**src/status_pkg.sv**
```systemverilog
// Constants for the standard event status reporting block
package status_pkg;

    // Register indices on the register port
    localparam logic [7:0] ADDR_CMD = 8'h00;
    localparam logic [7:0] ADDR_ESE = 8'h01;
    localparam logic [7:0] ADDR_ESR = 8'h02;
    localparam logic [7:0] ADDR_SRE = 8'h03;
    localparam logic [7:0] ADDR_STB = 8'h04;
    localparam logic [7:0] ADDR_OUTQ = 8'h05;
    localparam logic [7:0] ADDR_ERRQ = 8'h06;
    localparam logic [7:0] ADDR_ID_MAKER = 8'h07;
    localparam logic [7:0] ADDR_ID_PRODUCT = 8'h08;
    localparam logic [7:0] ADDR_ID_SERIAL = 8'h09;
    localparam logic [7:0] ADDR_ID_VERSION = 8'h0a;
    // Operation set at 0x10, questionable set at 0x18
    localparam logic [7:0] ADDR_SET_BASE = 8'h10;
    localparam logic [2:0] SET_COND = 3'h0;
    localparam logic [2:0] SET_EVENT = 3'h1;
    localparam logic [2:0] SET_ENABLE = 3'h2;
    localparam logic [2:0] SET_PTR = 3'h3;
    localparam logic [2:0] SET_NTR = 3'h4;
    localparam int SET_OPER = 0;
    localparam int SET_QUES = 1;

    // Command register bit positions
    localparam int CMD_CLEAR = 0;
    localparam int CMD_RESET = 1;
    localparam int CMD_OPC = 2;
    localparam int CMD_OPC_QUERY = 3;
    localparam int CMD_WAIT = 4;

    // Status byte bit positions
    localparam int STB_ERRQ = 2;
    localparam int STB_QUES = 3;
    localparam int STB_MAV = 4;
    localparam int STB_ESB = 5;
    localparam int STB_MSS = 6;
    localparam int STB_OPER = 7;

    // Standard event bit for operation complete
    localparam int ESR_OPC = 0;

    // Values after reset
    localparam logic [7:0] ESE_RESET = 8'h00;
    localparam logic [7:0] ESR_RESET = 8'h00;
    localparam logic [7:0] SRE_RESET = 8'h00;
    localparam logic [15:0] SET_ENABLE_RESET = 16'h0000;
    localparam logic [15:0] SET_PTR_RESET = 16'hffff;
    localparam logic [15:0] SET_NTR_RESET = 16'h0000;

    // Answer placed in the output queue for an operation-complete query
    localparam logic [15:0] OPC_ANSWER = 16'h0001;

    // Identity words: arbitrary neutral values
    localparam logic [15:0] ID_MAKER_DEFAULT = 16'h1234;
    localparam logic [15:0] ID_PRODUCT_DEFAULT = 16'h0042;
    localparam logic [15:0] ID_SERIAL_DEFAULT = 16'h0001;
    localparam logic [15:0] ID_VERSION_DEFAULT = 16'h0100;

endpackage

```
**src/std_event_status.sv**
```systemverilog
// Standard event status, status byte and operation-complete tracking
`timescale 1ns/100ps

// Function
// - Clear command empties error queue and zeroes all event registers.
// - Clear command keeps enable and transition filter registers unchanged.
// - Clear command cancels armed operation-complete command or query.
// - Reset command cancels operation-complete; pending operations still finish.
// - Standard event enable register is eight bits, bit n weight two-to-n.
// - Status bit 5 is OR of enabled standard event bits.
// - Enable register read returns its eight-bit contents.
// - Reading standard event register returns contents then clears it.
// - Standard event bits stick until read or cleared.
// - No-pending-op flag is zero while any overlapped command is pending.
// - No-pending-op flag is not readable; seen only through completion.
// - Armed operation-complete command sets event bit 0 when flag is one.
// - Armed operation-complete query queues +1 when flag is one.
// - Sequential commands hold later commands; overlapped commands do not.
// - Command completion raises service request only through enabled bit 0, bit 5; query completion through bit 4.
// - Identification gives maker, product, serial and version fields.
// - Request service on status bit rise or enable bit rise.
// - Service-request enable ignores bit 6 on write.
module std_event_status
    import status_pkg::*;
#(
    parameter int ERRQ_DEPTH = 4,
    parameter logic [15:0] ID_MAKER = ID_MAKER_DEFAULT,
    parameter logic [15:0] ID_PRODUCT = ID_PRODUCT_DEFAULT,
    parameter logic [15:0] ID_SERIAL = ID_SERIAL_DEFAULT,
    parameter logic [15:0] ID_VERSION = ID_VERSION_DEFAULT
) (
    // Clock and reset
    input wire logic i_mclk,
    input wire logic i_rst,
    // Register port
    input wire logic [7:0] i_addr,
    input wire logic [15:0] i_wdata,
    input wire logic i_wr,
    input wire logic i_rd,
    output logic [15:0] o_rdata,
    // Instrument events and conditions
    input wire logic [7:0] i_esr_event,
    input wire logic [15:0] i_oper_cond,
    input wire logic [15:0] i_ques_cond,
    input wire logic i_err_valid,
    input wire logic [7:0] i_err_code,
    // Overlapped and sequential command tracking
    input wire logic i_ovl_start,
    input wire logic i_ovl_done,
    input wire logic i_seq_busy,
    // Command hold-off and service request
    output logic o_cmd_hold,
    output logic o_srq,
    output logic [7:0] o_stb
);

    localparam int EQW = $clog2(ERRQ_DEPTH + 1);

    ////////////////////////////////////////////////////////////////////////
    // Decode

    logic wr_cmd;
    logic do_clear;
    logic do_reset;
    logic rd_esr;
    logic rd_outq;
    logic rd_errq;
    logic [1:0] set_sel;
    logic set_hit;

    assign wr_cmd = i_wr && (i_addr == ADDR_CMD);
    assign do_clear = wr_cmd && i_wdata[CMD_CLEAR];
    assign do_reset = wr_cmd && i_wdata[CMD_RESET];
    assign rd_esr = i_rd && (i_addr == ADDR_ESR);
    assign rd_outq = i_rd && (i_addr == ADDR_OUTQ);
    assign rd_errq = i_rd && (i_addr == ADDR_ERRQ);
    // Indices 0 to 4 of each set are mapped, 5 to 7 read as zero
    assign set_hit = (i_addr[7:4] == ADDR_SET_BASE[7:4])
        && (i_addr[2:0] <= SET_NTR);
    assign set_sel[SET_OPER] = set_hit && !i_addr[3];
    assign set_sel[SET_QUES] = set_hit && i_addr[3];

    ////////////////////////////////////////////////////////////////////////
    // Pending overlapped operations

    logic [7:0] pending;
    logic no_pending_op_flag;

    // Counter keeps running through reset commands on purpose
    always_ff @(posedge i_mclk) begin
        if (i_rst) begin
            pending <= 8'h00;
        end else if (i_ovl_start && !i_ovl_done) begin
            pending <= pending + 8'h01;
        end else if (i_ovl_done && !i_ovl_start && pending != 8'h00) begin
            pending <= pending - 8'h01;
        end
    end

    // Internal only, never placed on the read mux
    assign no_pending_op_flag = (pending == 8'h00);

    ////////////////////////////////////////////////////////////////////////
    // Operation-complete arming

    logic opc_armed;
    logic opcq_armed;
    logic opc_fire;
    logic opcq_fire;
    logic wai_wait;

    assign opc_fire = opc_armed && no_pending_op_flag;
    assign opcq_fire = opcq_armed && no_pending_op_flag;

    // Clear and reset win over a new arm in the same write
    always_ff @(posedge i_mclk) begin
        if (i_rst || do_clear || do_reset) begin
            opc_armed <= 1'b0;
            opcq_armed <= 1'b0;
        end else begin
            if (wr_cmd && i_wdata[CMD_OPC]) begin
                opc_armed <= 1'b1;
            end else if (opc_fire) begin
                opc_armed <= 1'b0;
            end
            if (wr_cmd && i_wdata[CMD_OPC_QUERY]) begin
                opcq_armed <= 1'b1;
            end else if (opcq_fire) begin
                opcq_armed <= 1'b0;
            end
        end
    end

    // Wait-to-continue holds until overlapped work drains
    always_ff @(posedge i_mclk) begin
        if (i_rst || do_reset) begin
            wai_wait <= 1'b0;
        end else if (wr_cmd && i_wdata[CMD_WAIT]) begin
            wai_wait <= 1'b1;
        end else if (no_pending_op_flag) begin
            wai_wait <= 1'b0;
        end
    end

    // Overlapped work alone never holds the parser
    always_ff @(posedge i_mclk) begin
        if (i_rst) begin
            o_cmd_hold <= 1'b0;
        end else begin
            o_cmd_hold <= i_seq_busy || wai_wait || opcq_armed;
        end
    end

    ////////////////////////////////////////////////////////////////////////
    // Standard event register and enable

    logic [7:0] ese;
    logic [7:0] esr;
    logic [7:0] esr_set;

    assign esr_set = i_esr_event | ({7'h00, opc_fire} << ESR_OPC);

    // Sticky bits; a new event wins over a read or clear
    always_ff @(posedge i_mclk) begin
        if (i_rst) begin
            esr <= ESR_RESET;
        end else if (rd_esr || do_clear) begin
            esr <= esr_set;
        end else begin
            esr <= esr | esr_set;
        end
    end

    // Enable survives clear and reset commands
    always_ff @(posedge i_mclk) begin
        if (i_rst) begin
            ese <= ESE_RESET;
        end else if (i_wr && i_addr == ADDR_ESE) begin
            ese <= i_wdata[7:0];
        end
    end

    ////////////////////////////////////////////////////////////////////////
    // Operation and questionable register sets

    logic [15:0] cond_q [2];
    logic [15:0] set_event [2];
    logic [15:0] set_enable [2];
    logic [15:0] set_ptr [2];
    logic [15:0] set_ntr [2];
    logic [15:0] cond_in [2];
    logic [1:0] set_summary;

    assign cond_in[SET_OPER] = i_oper_cond;
    assign cond_in[SET_QUES] = i_ques_cond;

    for (genvar s = 0; s < 2; s++) begin : g_set
        logic [15:0] edge_hit;
        logic wr_here;
        logic rd_event;

        assign edge_hit = (cond_in[s] & ~cond_q[s] & set_ptr[s])
            | (~cond_in[s] & cond_q[s] & set_ntr[s]);
        assign wr_here = i_wr && set_sel[s];
        assign rd_event = i_rd && set_sel[s] && i_addr[2:0] == SET_EVENT;
        assign set_summary[s] = |(set_event[s] & set_enable[s]);

        // Condition history for the transition filters
        always_ff @(posedge i_mclk) begin
            if (i_rst) begin
                cond_q[s] <= 16'h0000;
            end else begin
                cond_q[s] <= cond_in[s];
            end
        end

        // Event latch, cleared by read or clear command
        always_ff @(posedge i_mclk) begin
            if (i_rst) begin
                set_event[s] <= 16'h0000;
            end else if (rd_event || do_clear) begin
                set_event[s] <= edge_hit;
            end else begin
                set_event[s] <= set_event[s] | edge_hit;
            end
        end

        // Enable and filters, untouched by clear
        always_ff @(posedge i_mclk) begin
            if (i_rst) begin
                set_enable[s] <= SET_ENABLE_RESET;
                set_ptr[s] <= SET_PTR_RESET;
                set_ntr[s] <= SET_NTR_RESET;
            end else if (wr_here) begin
                case (i_addr[2:0])
                    SET_ENABLE: set_enable[s] <= i_wdata;
                    SET_PTR: set_ptr[s] <= i_wdata;
                    SET_NTR: set_ntr[s] <= i_wdata;
                    default: ;
                endcase
            end
        end
    end

    ////////////////////////////////////////////////////////////////////////
    // Output queue, one entry

    logic outq_valid;
    logic [15:0] outq_data;

    // New answer wins over a pop in the same cycle
    always_ff @(posedge i_mclk) begin
        if (i_rst) begin
            outq_valid <= 1'b0;
            outq_data <= 16'h0000;
        end else if (opcq_fire) begin
            outq_valid <= 1'b1;
            outq_data <= OPC_ANSWER;
        end else if (rd_outq) begin
            outq_valid <= 1'b0;
        end
    end

    ////////////////////////////////////////////////////////////////////////
    // Error queue; new errors are dropped when full

    logic [7:0] errq [ERRQ_DEPTH];
    logic [EQW-1:0] errq_count;
    logic errq_push;
    logic errq_pop;

    assign errq_pop = rd_errq && errq_count != '0;
    assign errq_push = i_err_valid && (errq_count != EQW'(ERRQ_DEPTH)
        || errq_pop);

    // Shift queue: head is entry 0
    always_ff @(posedge i_mclk) begin
        if (i_rst || do_clear) begin
            errq_count <= '0;
        end else if (errq_push && !errq_pop) begin
            errq_count <= errq_count + EQW'(1);
        end else if (errq_pop && !errq_push) begin
            errq_count <= errq_count - EQW'(1);
        end
    end

    always_ff @(posedge i_mclk) begin
        for (int i = 0; i < ERRQ_DEPTH; i++) begin
            if (errq_pop && i < ERRQ_DEPTH - 1) begin
                errq[i] <= errq[i + 1];
            end
            if (errq_push && EQW'(i) == errq_count - EQW'(errq_pop)) begin
                errq[i] <= i_err_code;
            end
        end
    end

    ////////////////////////////////////////////////////////////////////////
    // Status byte and service request

    logic [7:0] sre;
    logic [7:0] stb_raw;
    logic [7:0] stb;
    logic [7:0] sre_q;
    logic [7:0] stb_q;

    // Combinational so the summary tracks its sources at once
    always_comb begin
        stb_raw = 8'h00;
        stb_raw[STB_ERRQ] = errq_count != '0;
        stb_raw[STB_QUES] = set_summary[SET_QUES];
        stb_raw[STB_MAV] = outq_valid;
        stb_raw[STB_ESB] = |(esr & ese);
        stb_raw[STB_OPER] = set_summary[SET_OPER];
        stb = stb_raw;
        stb[STB_MSS] = |(stb_raw & sre);
    end

    // Bit 6 is forced off; it never feeds the summary or the request
    always_ff @(posedge i_mclk) begin
        if (i_rst) begin
            sre <= SRE_RESET;
        end else if (i_wr && i_addr == ADDR_SRE) begin
            sre <= i_wdata[7:0] & ~(8'h01 << STB_MSS);
        end
    end

    // Rising status with enable, or rising enable with status
    always_ff @(posedge i_mclk) begin
        if (i_rst) begin
            sre_q <= SRE_RESET;
            stb_q <= 8'h00;
            o_srq <= 1'b0;
            o_stb <= 8'h00;
        end else begin
            sre_q <= sre;
            stb_q <= stb;
            o_stb <= stb;
            o_srq <= |((stb & ~stb_q & sre) | (sre & ~sre_q & stb));
        end
    end

    ////////////////////////////////////////////////////////////////////////
    // Read data, one cycle after the strobe

    logic [15:0] next_rdata;
    logic [1:0] set_idx;

    assign set_idx = i_addr[3] ? 2'd1 : 2'd0;

    always_comb begin
        next_rdata = 16'h0000;
        if (set_hit) begin
            case (i_addr[2:0])
                SET_COND: next_rdata = cond_in[set_idx[0]];
                SET_EVENT: next_rdata = set_event[set_idx[0]];
                SET_ENABLE: next_rdata = set_enable[set_idx[0]];
                SET_PTR: next_rdata = set_ptr[set_idx[0]];
                SET_NTR: next_rdata = set_ntr[set_idx[0]];
                default: next_rdata = 16'h0000;
            endcase
        end else begin
            case (i_addr)
                ADDR_ESE: next_rdata = {8'h00, ese};
                ADDR_ESR: next_rdata = {8'h00, esr};
                ADDR_SRE: next_rdata = {8'h00, sre};
                ADDR_STB: next_rdata = {8'h00, stb};
                ADDR_OUTQ: next_rdata = outq_valid ? outq_data : 16'h0000;
                ADDR_ERRQ: next_rdata = errq_count != '0 ?
                    {8'h00, errq[0]} : 16'h0000;
                ADDR_ID_MAKER: next_rdata = ID_MAKER;
                ADDR_ID_PRODUCT: next_rdata = ID_PRODUCT;
                ADDR_ID_SERIAL: next_rdata = ID_SERIAL;
                ADDR_ID_VERSION: next_rdata = ID_VERSION;
                default: next_rdata = 16'h0000;
            endcase
        end
    end

    always_ff @(posedge i_mclk) begin
        if (i_rst) begin
            o_rdata <= 16'h0000;
        end else if (i_rd) begin
            o_rdata <= next_rdata;
        end else begin
            o_rdata <= 16'h0000;
        end
    end

endmodule

```
**config.mk**
```make
export PLATFORM = sky130hd
export DESIGN_NAME = std_event_status
export DESIGN_NICKNAME = d
export VERILOG_FILES = /design/src/status_pkg.sv /design/src/std_event_status.sv
export SDC_FILE = /design/constraint.sdc
export NUM_CORES = 1
export LEC_CHECK = 0
export BUFFER_PORTS_ARGS = -buffer_cell sky130_fd_sc_hd__buf_2
export CAP_MARGIN = 40
export CORE_MARGIN = 1.5
export CORE_UTILIZATION = 30
export DETAILED_ROUTE_END_ITERATION = 12
export MAX_ROUTING_LAYER = met4
export PLACE_DENSITY_LB_ADDON = 0.05
export SYNTH_ARGS = -nofsm -noshare
export SYNTH_HDL_FRONTEND = slang
export SYNTH_SLANG_ARGS = --single-unit
```
**constraint.sdc**
```tcl
create_clock -name i_mclk -period 2.85 [get_ports i_mclk]
set_input_delay 0.4275 -clock i_mclk [delete_from_list [all_inputs] [get_ports i_mclk]]
set_output_delay 0.4275 -clock i_mclk [all_outputs]
set_load 0.02 [all_outputs]
```
==> results of run 1 <==
-- cell families (layout without fill, tap and decap cells) --
group,after synthesis,in the layout,synth area share
xor+xnor,10,10,0.00719
flops,260,260,0.559
simple gates,378,378,0.154
compound gates,229,229,0.134
other cells,2,36,0.000617
mux,103,103,0.0990
fa+ha+maj,11,11,0.0125
buf+inv,102,292,0.0342
-- final cells by class --
| class | instances | area, um2 |
|---|---|---|
| clock buffer | 47 | 906 |
| fill | 3946 | 24900 |
| timing repair buffer | 189 | 1250 |
| multi-input combinational | 765 | 5130 |
| clock inverter | 11 | 56.3 |
| inverter | 45 | 169 |
| sequential | 260 | 6810 |
| antenna | 2 | 5.00 |
| tap | 525 | 657 |
-- per-layer routing --
layer | global-route usage | share of wire | up-vias
li1 | - | - | 4377
met4 | 0.0520 | 0.018 | 0
met3 | 0.0282 | 0.046 | 50
met1 | 0.278 | 0.49 | 4434
met2 | 0.299 | 0.45 | 240
met5 | - | 0 | -
-- worst max-delay path by stage --
stage                               start                     to  slack, ps  cells after the start
6_report       errq_count[0]$_SDFFE_PP0P_   errq[1][2]$_DFFE_PP_        250                     10
3_5_place_dp                    i_addr[5]   errq[1][2]$_DFFE_PP_       -260                     12
3_3_place_gp                    i_addr[5]   errq[1][0]$_DFFE_PP_       -240                     12
4_1_cts        errq_count[0]$_SDFFE_PP0P_   errq[1][2]$_DFFE_PP_        230                     10
5_1_grt        errq_count[0]$_SDFFE_PP0P_   errq[1][2]$_DFFE_PP_         50                     10
2_1_floorplan                   i_addr[5]  errq[0][10]$_DFFE_PP_         10                     12
-- report_power, final --
group	internal, mW	total, mW	switching, mW
registers	4.32	4.52	0.206
clock network	2.17	3.78	1.61
logic	0.704	1.56	0.859
-- layout by cell type (no fill, tap or decap), types with 12 or more instances in the layout --
cell,n
mux2_2,28
o2bb2ai_1,35
a221oi_1,15
dfxtp_1,100
a21oi_1,38
nor2_1,136
and2_1,65
clkbuf_16,31
o22ai_1,27
nand2b_1,24
a211oi_1,17
conb_1,34
nor3_1,14
buf_2,101
a31oi_1,34
or2_2,18
buf_4,81
a22o_1,15
edfxtp_1,160
nor2b_1,14
nand3_1,15
inv_1,45
a22oi_1,12
mux2i_1,59
nand2_1,61
-- flip-flops by register name, indices dropped and copies added, names as in the netlist --
| signal | count |
|---|---|
| cond_q | 32 |
| errq | 32 |
| errq_count | 3 |
| ese | 8 |
| esr | 8 |
| o_cmd_hold | 1 |
| o_rdata | 16 |
| o_srq | 1 |
| opc_armed | 1 |
| opcq_armed | 1 |
| outq_data | 1 |
| outq_valid | 1 |
| pending | 8 |
| set_enable | 32 |
| set_event | 32 |
| set_ntr | 32 |
| set_ptr | 32 |
| sre | 7 |
| sre_q | 5 |
| stb_q | 6 |
| wai_wait | 1 |
-- through the flow --
stage                     hold slack [ps]  cell area [um2]  power [mW]  setup TNS [ps]  cells
after floorplan                       426            12300        5.54               0   1127
after global placement                460            14000        6.17           -9590   1782
after detailed placement              459            14000        6.17           -9670   1784
after CTS                            45.8            15000        9.99               0   1842
after global routing                 60.5            15000        10.3               0   1844
final                                71.6            15000        9.86               0   1844
-- Yosys cell counts (all sizes together), types with 3 or more instances --
master   number  share of area
edfxtp      160           0.39
nor2        137          0.043
dfxtp       100           0.16
and2         66          0.034
nand2        61          0.019
mux2i        59          0.048
inv          45          0.014
a21oi        38          0.016
mux2         36          0.036
o2bb2ai      35          0.025
a31oi        34          0.017
clkbuf       33          0.010
o22ai        27          0.014
buf          24          0.010
nand2b       24          0.012
nor3         20         0.0086
or2          19         0.0098
a211oi       17          0.010
nand3        16         0.0070
a221oi       15          0.011
a22o         15          0.011
o21ai        15         0.0062
nor2b        14         0.0072
a22oi        12         0.0074
ha            9         0.0092
mux4          8          0.015
xor2          6         0.0043
or3           5         0.0026
a21o          4         0.0031
xnor2         4         0.0029
and4          3         0.0022
nor4          3         0.0015
o311ai        3         0.0028
-- worst max-delay path: stages, from the launching register on --
cell,delay [ps]
dfxtp_1,450
nor3_1,120
or3_4,380
inv_1,80
ha_1,150
ha_1,160
xnor2_1,110
and3_2,210
nand2_1,100
nor2_4,220
mux2_2,370
==> flow_metrics.env, run 1 <==
export IMPL_whs_path_depth=2
export IMPL_maxCapViolCount=0
export IMPL_grt_max_degree=74
export IMPL_critPathCaptureType="flop"
export IMPL_io_pins=106
export IMPL_synth_edf_count=160
export IMPL_antenna_found_initial=3
export IMPL_dp_hpwl_um=27700
export IMPL_start_util=0.305
export IMPL_cp_required_ps=3170
export IMPL_p_leak_nw=5.91
export IMPL_rsz0062_at_grt="false"
export IMPL_max_slew_margin_rel=0.406
export IMPL_fmax_mhz=384
export IMPL_final_core_util=0.375
export IMPL_worst_slack_ps=246
export IMPL_r2r_cells=10
export IMPL_wl_um=39900
export IMPL_vias=9101
export IMPL_skew_ps=18.0
export IMPL_numCtsBuffers=31
export IMPL_p_per_area_nw_per_um2=658
export IMPL_antenna_left=0
export IMPL_placement_io_buffers=103
export IMPL_grt_pass1_vias=8914
export IMPL_setup_viol=0
export IMPL_die_h_um=204
export IMPL_first_pass_iters=5
export IMPL_path_clk_slew_ps=60
export IMPL_clk_latency_ps=590
export IMPL_ys_warn_count=0
export IMPL_synth_cell_type_count=64
export IMPL_rows=73
export IMPL_synth_ff_type="edfxtp_1"
export IMPL_cts_max_level=1
export IMPL_cts_resized=0
export IMPL_clock_root_buffer="clkbuf_16"
export IMPL_clockBufferDepth=3
export IMPL_min_period_ps=2600
export IMPL_rr_startpoint="errq_count[0]$_SDFFE_PP0P_"
export IMPL_final_layout_size_suffix_gt1_frac=0.243
export IMPL_dieArea_um2=41800
export IMPL_min_period_over_period=0.914
export IMPL_tightest_slew_ps=887
export IMPL_cts_hold_buf=0
export IMPL_synth_seq_cells=260
export IMPL_async_flop_share=0
export IMPL_layout_nets=1383
export IMPL_grt_overflow=0
export IMPL_vias_per_cell=4.94
export IMPL_die_w_um=204
export IMPL_finalMaxSlewViolations=0
export IMPL_gp_congestion=0.775
export IMPL_syn2layout_area_growth_pct=23.1
export IMPL_crit_arrival_ps=2930
export IMPL_hold_end="esr[5]$_SDFF_PP0_"
export IMPL_ys_seq_area_frac=0.559
export IMPL_cts_num_sinks=260
export IMPL_r2r_end="errq[1][2]$_DFFE_PP_"
export IMPL_postCtsSetupRepairBufs=0
export IMPL_groute_usage_overall=0.198
export IMPL_critPathLaunchType="flop"
export IMPL_cts_tree="done"
export IMPL_ir_drop_mv=0.498
export IMPL_drtIter0Drc=627
export IMPL_crit_fanout=8
export IMPL_worstSetupPathType="flop to flop"
export IMPL_status="completed"
export IMPL_rrSetupSlack_ps=250
export IMPL_syn_instance_count=1095
export IMPL_hp_start="i_esr_event[5]"
export IMPL_hold_viol_final=0
export IMPL_hp_class="input port to flop"
export IMPL_syn_area_um2=12200
export IMPL_drc=0
export IMPL_grt_first_pass_wirelength_um=58900
export IMPL_core_um2=39900
export IMPL_syn_avg_cell_area_um2=11.1
export IMPL_wire_per_inst_um=21.6
export IMPL_dp_slack_ps=-263
Power figures use the tool's default switching activity.
==> run 2: changes to the inputs <==
MAX_ROUTING_LAYER = not set   (was met4)
RECOVER_POWER = 50   (was not set)
==> run 2 against run 1 <==
Net effect:
- wire length increased by 0.27%
- critical path depth fell by 1
- first-iteration DRC count fell by 1.1%
- via count grew 0.33%
- hold slack improved by 1.8 ps
==> flow_metrics.env, run 2 (synthesized netlist as in run 1, its figures left out) <==
export IMPL_status="completed"
export IMPL_ir_drop_mv=0.495
export IMPL_final_layout_size_suffix_gt1_frac=0.201
export IMPL_wire_per_inst_um=21.7
export IMPL_grt_overflow=0
export IMPL_groute_usage_overall=0.192
export IMPL_tns_ps=0
export IMPL_max_slew_margin_rel=0.0604
export IMPL_cp_depth=9
export IMPL_grt_max_degree=74
export IMPL_dieArea_um2=41800
export IMPL_cp_required_ps=3360
export IMPL_core_um2=39900
export IMPL_die_h_um=204
export IMPL_io_pins=106
export IMPL_p_leak_nw=5.70
export IMPL_hold_viol_final=0
export IMPL_clk_latency_ps=590
export IMPL_numCtsBuffers=31
export IMPL_cts_resized=0
export IMPL_path_cells="clkbuf_1, clkbuf_1, buf_4, nor2_1, buf_4, and3_1, a21o_2, a31oi_1, a22o_1"
export IMPL_cts_num_sinks=260
export IMPL_instances_no_fill=1844
export IMPL_dp_hpwl_um=27700
export IMPL_rr_startpoint="errq_count[0]$_SDFFE_PP0P_"
export IMPL_maxCapViolCount=0
export IMPL_layout_nets=1383
export IMPL_worstSetupPathType="input port to flop"
export IMPL_path_delay_family="buffers and inverters"
export IMPL_vias_per_cell=4.95
export IMPL_setup_viol=0
export IMPL_skew_ps=22.1
export IMPL_rsz0062_at_grt="false"
export IMPL_drtIter0Drc=620
export IMPL_clock_root_buffer="clkbuf_16"
export IMPL_grt_first_pass_wirelength_um=58900
export IMPL_antenna_left=0
export IMPL_critPathCaptureType="flop"
export IMPL_gp_congestion=0.765
export IMPL_critPathLaunchType="input port"
export IMPL_cts_max_level=1
export IMPL_wl_um=40000
export IMPL_dp_cells=1784
export IMPL_fmax_mhz=379
export IMPL_hp_start="i_esr_event[5]"
export IMPL_tightest_slew_ps=1410
export IMPL_vias=9131
export IMPL_hp_class="input port to flop"
export IMPL_layout_commonest_cell="edfxtp_1"
export IMPL_placement_io_buffers=103
export IMPL_postCtsSetupRepairBufs=0
export IMPL_fillers=3980
export IMPL_antenna_found_initial=3
export IMPL_syn2layout_area_growth_pct=21.8
export IMPL_crit_slowest_cell="a31oi_1"
export IMPL_drc=0
export IMPL_critical_path_max_stage_delay_ps=670
export IMPL_cts_hold_buf=0
export IMPL_start_util=0.305
export IMPL_min_period_ps=2640
export IMPL_min_period_over_period=0.925
export IMPL_whs_path_depth=2
export IMPL_r2r_cells=10
export IMPL_startpoint="i_addr[0]"
export IMPL_p_per_area_nw_per_um2=664
export IMPL_rows=73
export IMPL_grt_pass1_vias=8920
export IMPL_first_pass_iters=5
export IMPL_crit_arrival_ps=3150
export IMPL_finalMaxSlewViolations=0
export IMPL_cts_tree="done"
export IMPL_path_clk_slew_ps=60
export IMPL_crit_fanout=22
export IMPL_die_w_um=204
export IMPL_path_buf_inv=4
export IMPL_final_cell_mix="edfxtp_1 (160), nor2_1 (136), dfxtp_1 (100)"
export IMPL_clockBufferDepth=3
run 2: changes by cell type in the layout (fill, tap and decap cells not counted), moves of 4 or more:
cell	change
nor3_1	+4
and2_1	-14
clkbuf_1	+48
and2_0	+14
buf_4	-23
o21ai_0	+4
buf_2	-33
clkbuf_2	+7
nor3_2	-4
run 2: metrics by stage:
step	worst slack, ps	power (mW)	cell area (um2)	hold WS (ps)	util
6_report	214	9.85	14800	73.3	0.372
5_1_grt	50.7	10.3	14800	60.5	0.372
4_1_cts	233	9.99	15000	45.8	0.375
3_5_place_dp	-263	6.17	14000	459	0.351
3_3_place_gp	-243	6.17	14000	460	0.351
2_1_floorplan	13.2	5.54	12300	426	-
run 2: area by class of cell:
cell class                 count  area, um2  share of cell area
antenna                        2       5.00            0.000337
clock buffer                  47        906              0.0611
clock inverter                11       56.3             0.00380
inverter                      45        169              0.0114
multi-input combinational    765       5100               0.344
sequential                   260       6810               0.459
tap                          525        657              0.0443
timing repair buffer         189       1140              0.0768
run 2: path summary, 6_finish.rpt:
| kind | end | slack [ps] |
|---|---|---|
| setup / recovery | esr[7]$_SDFF_PP0_ | 210 |
| hold / removal | esr[5]$_SDFF_PP0_ | 70 |
| setup reg to reg | errq[1][2]$_DFFE_PP_ | 250 |
| hold reg to reg | outq_data[0]$_SDFFE_PP0P_ | 460 |
run 2: worst register-to-register path: stages (launching register included):
cell     delay, ps
dfxtp_1        450
nor3_1         120
or3_4          390
inv_1           90
ha_1           150
ha_1           160
xnor2_1        110
and3_2         210
nand2_1        100
nor2_4         220
mux2_2         370
run 2: power by group:
group	switching, mW	leakage [nW]	internal (mW)
combinational	0.855	2.85	0.692
sequential	0.205	2.37	4.32
clock	1.61	0.482	2.17
run 2: per-layer routing:
layer	global-route usage	wire length, um
met2	0.300	17800
met1	0.277	19300
met4	0.0520	769
met5	0	0
met3	0.0282	2090
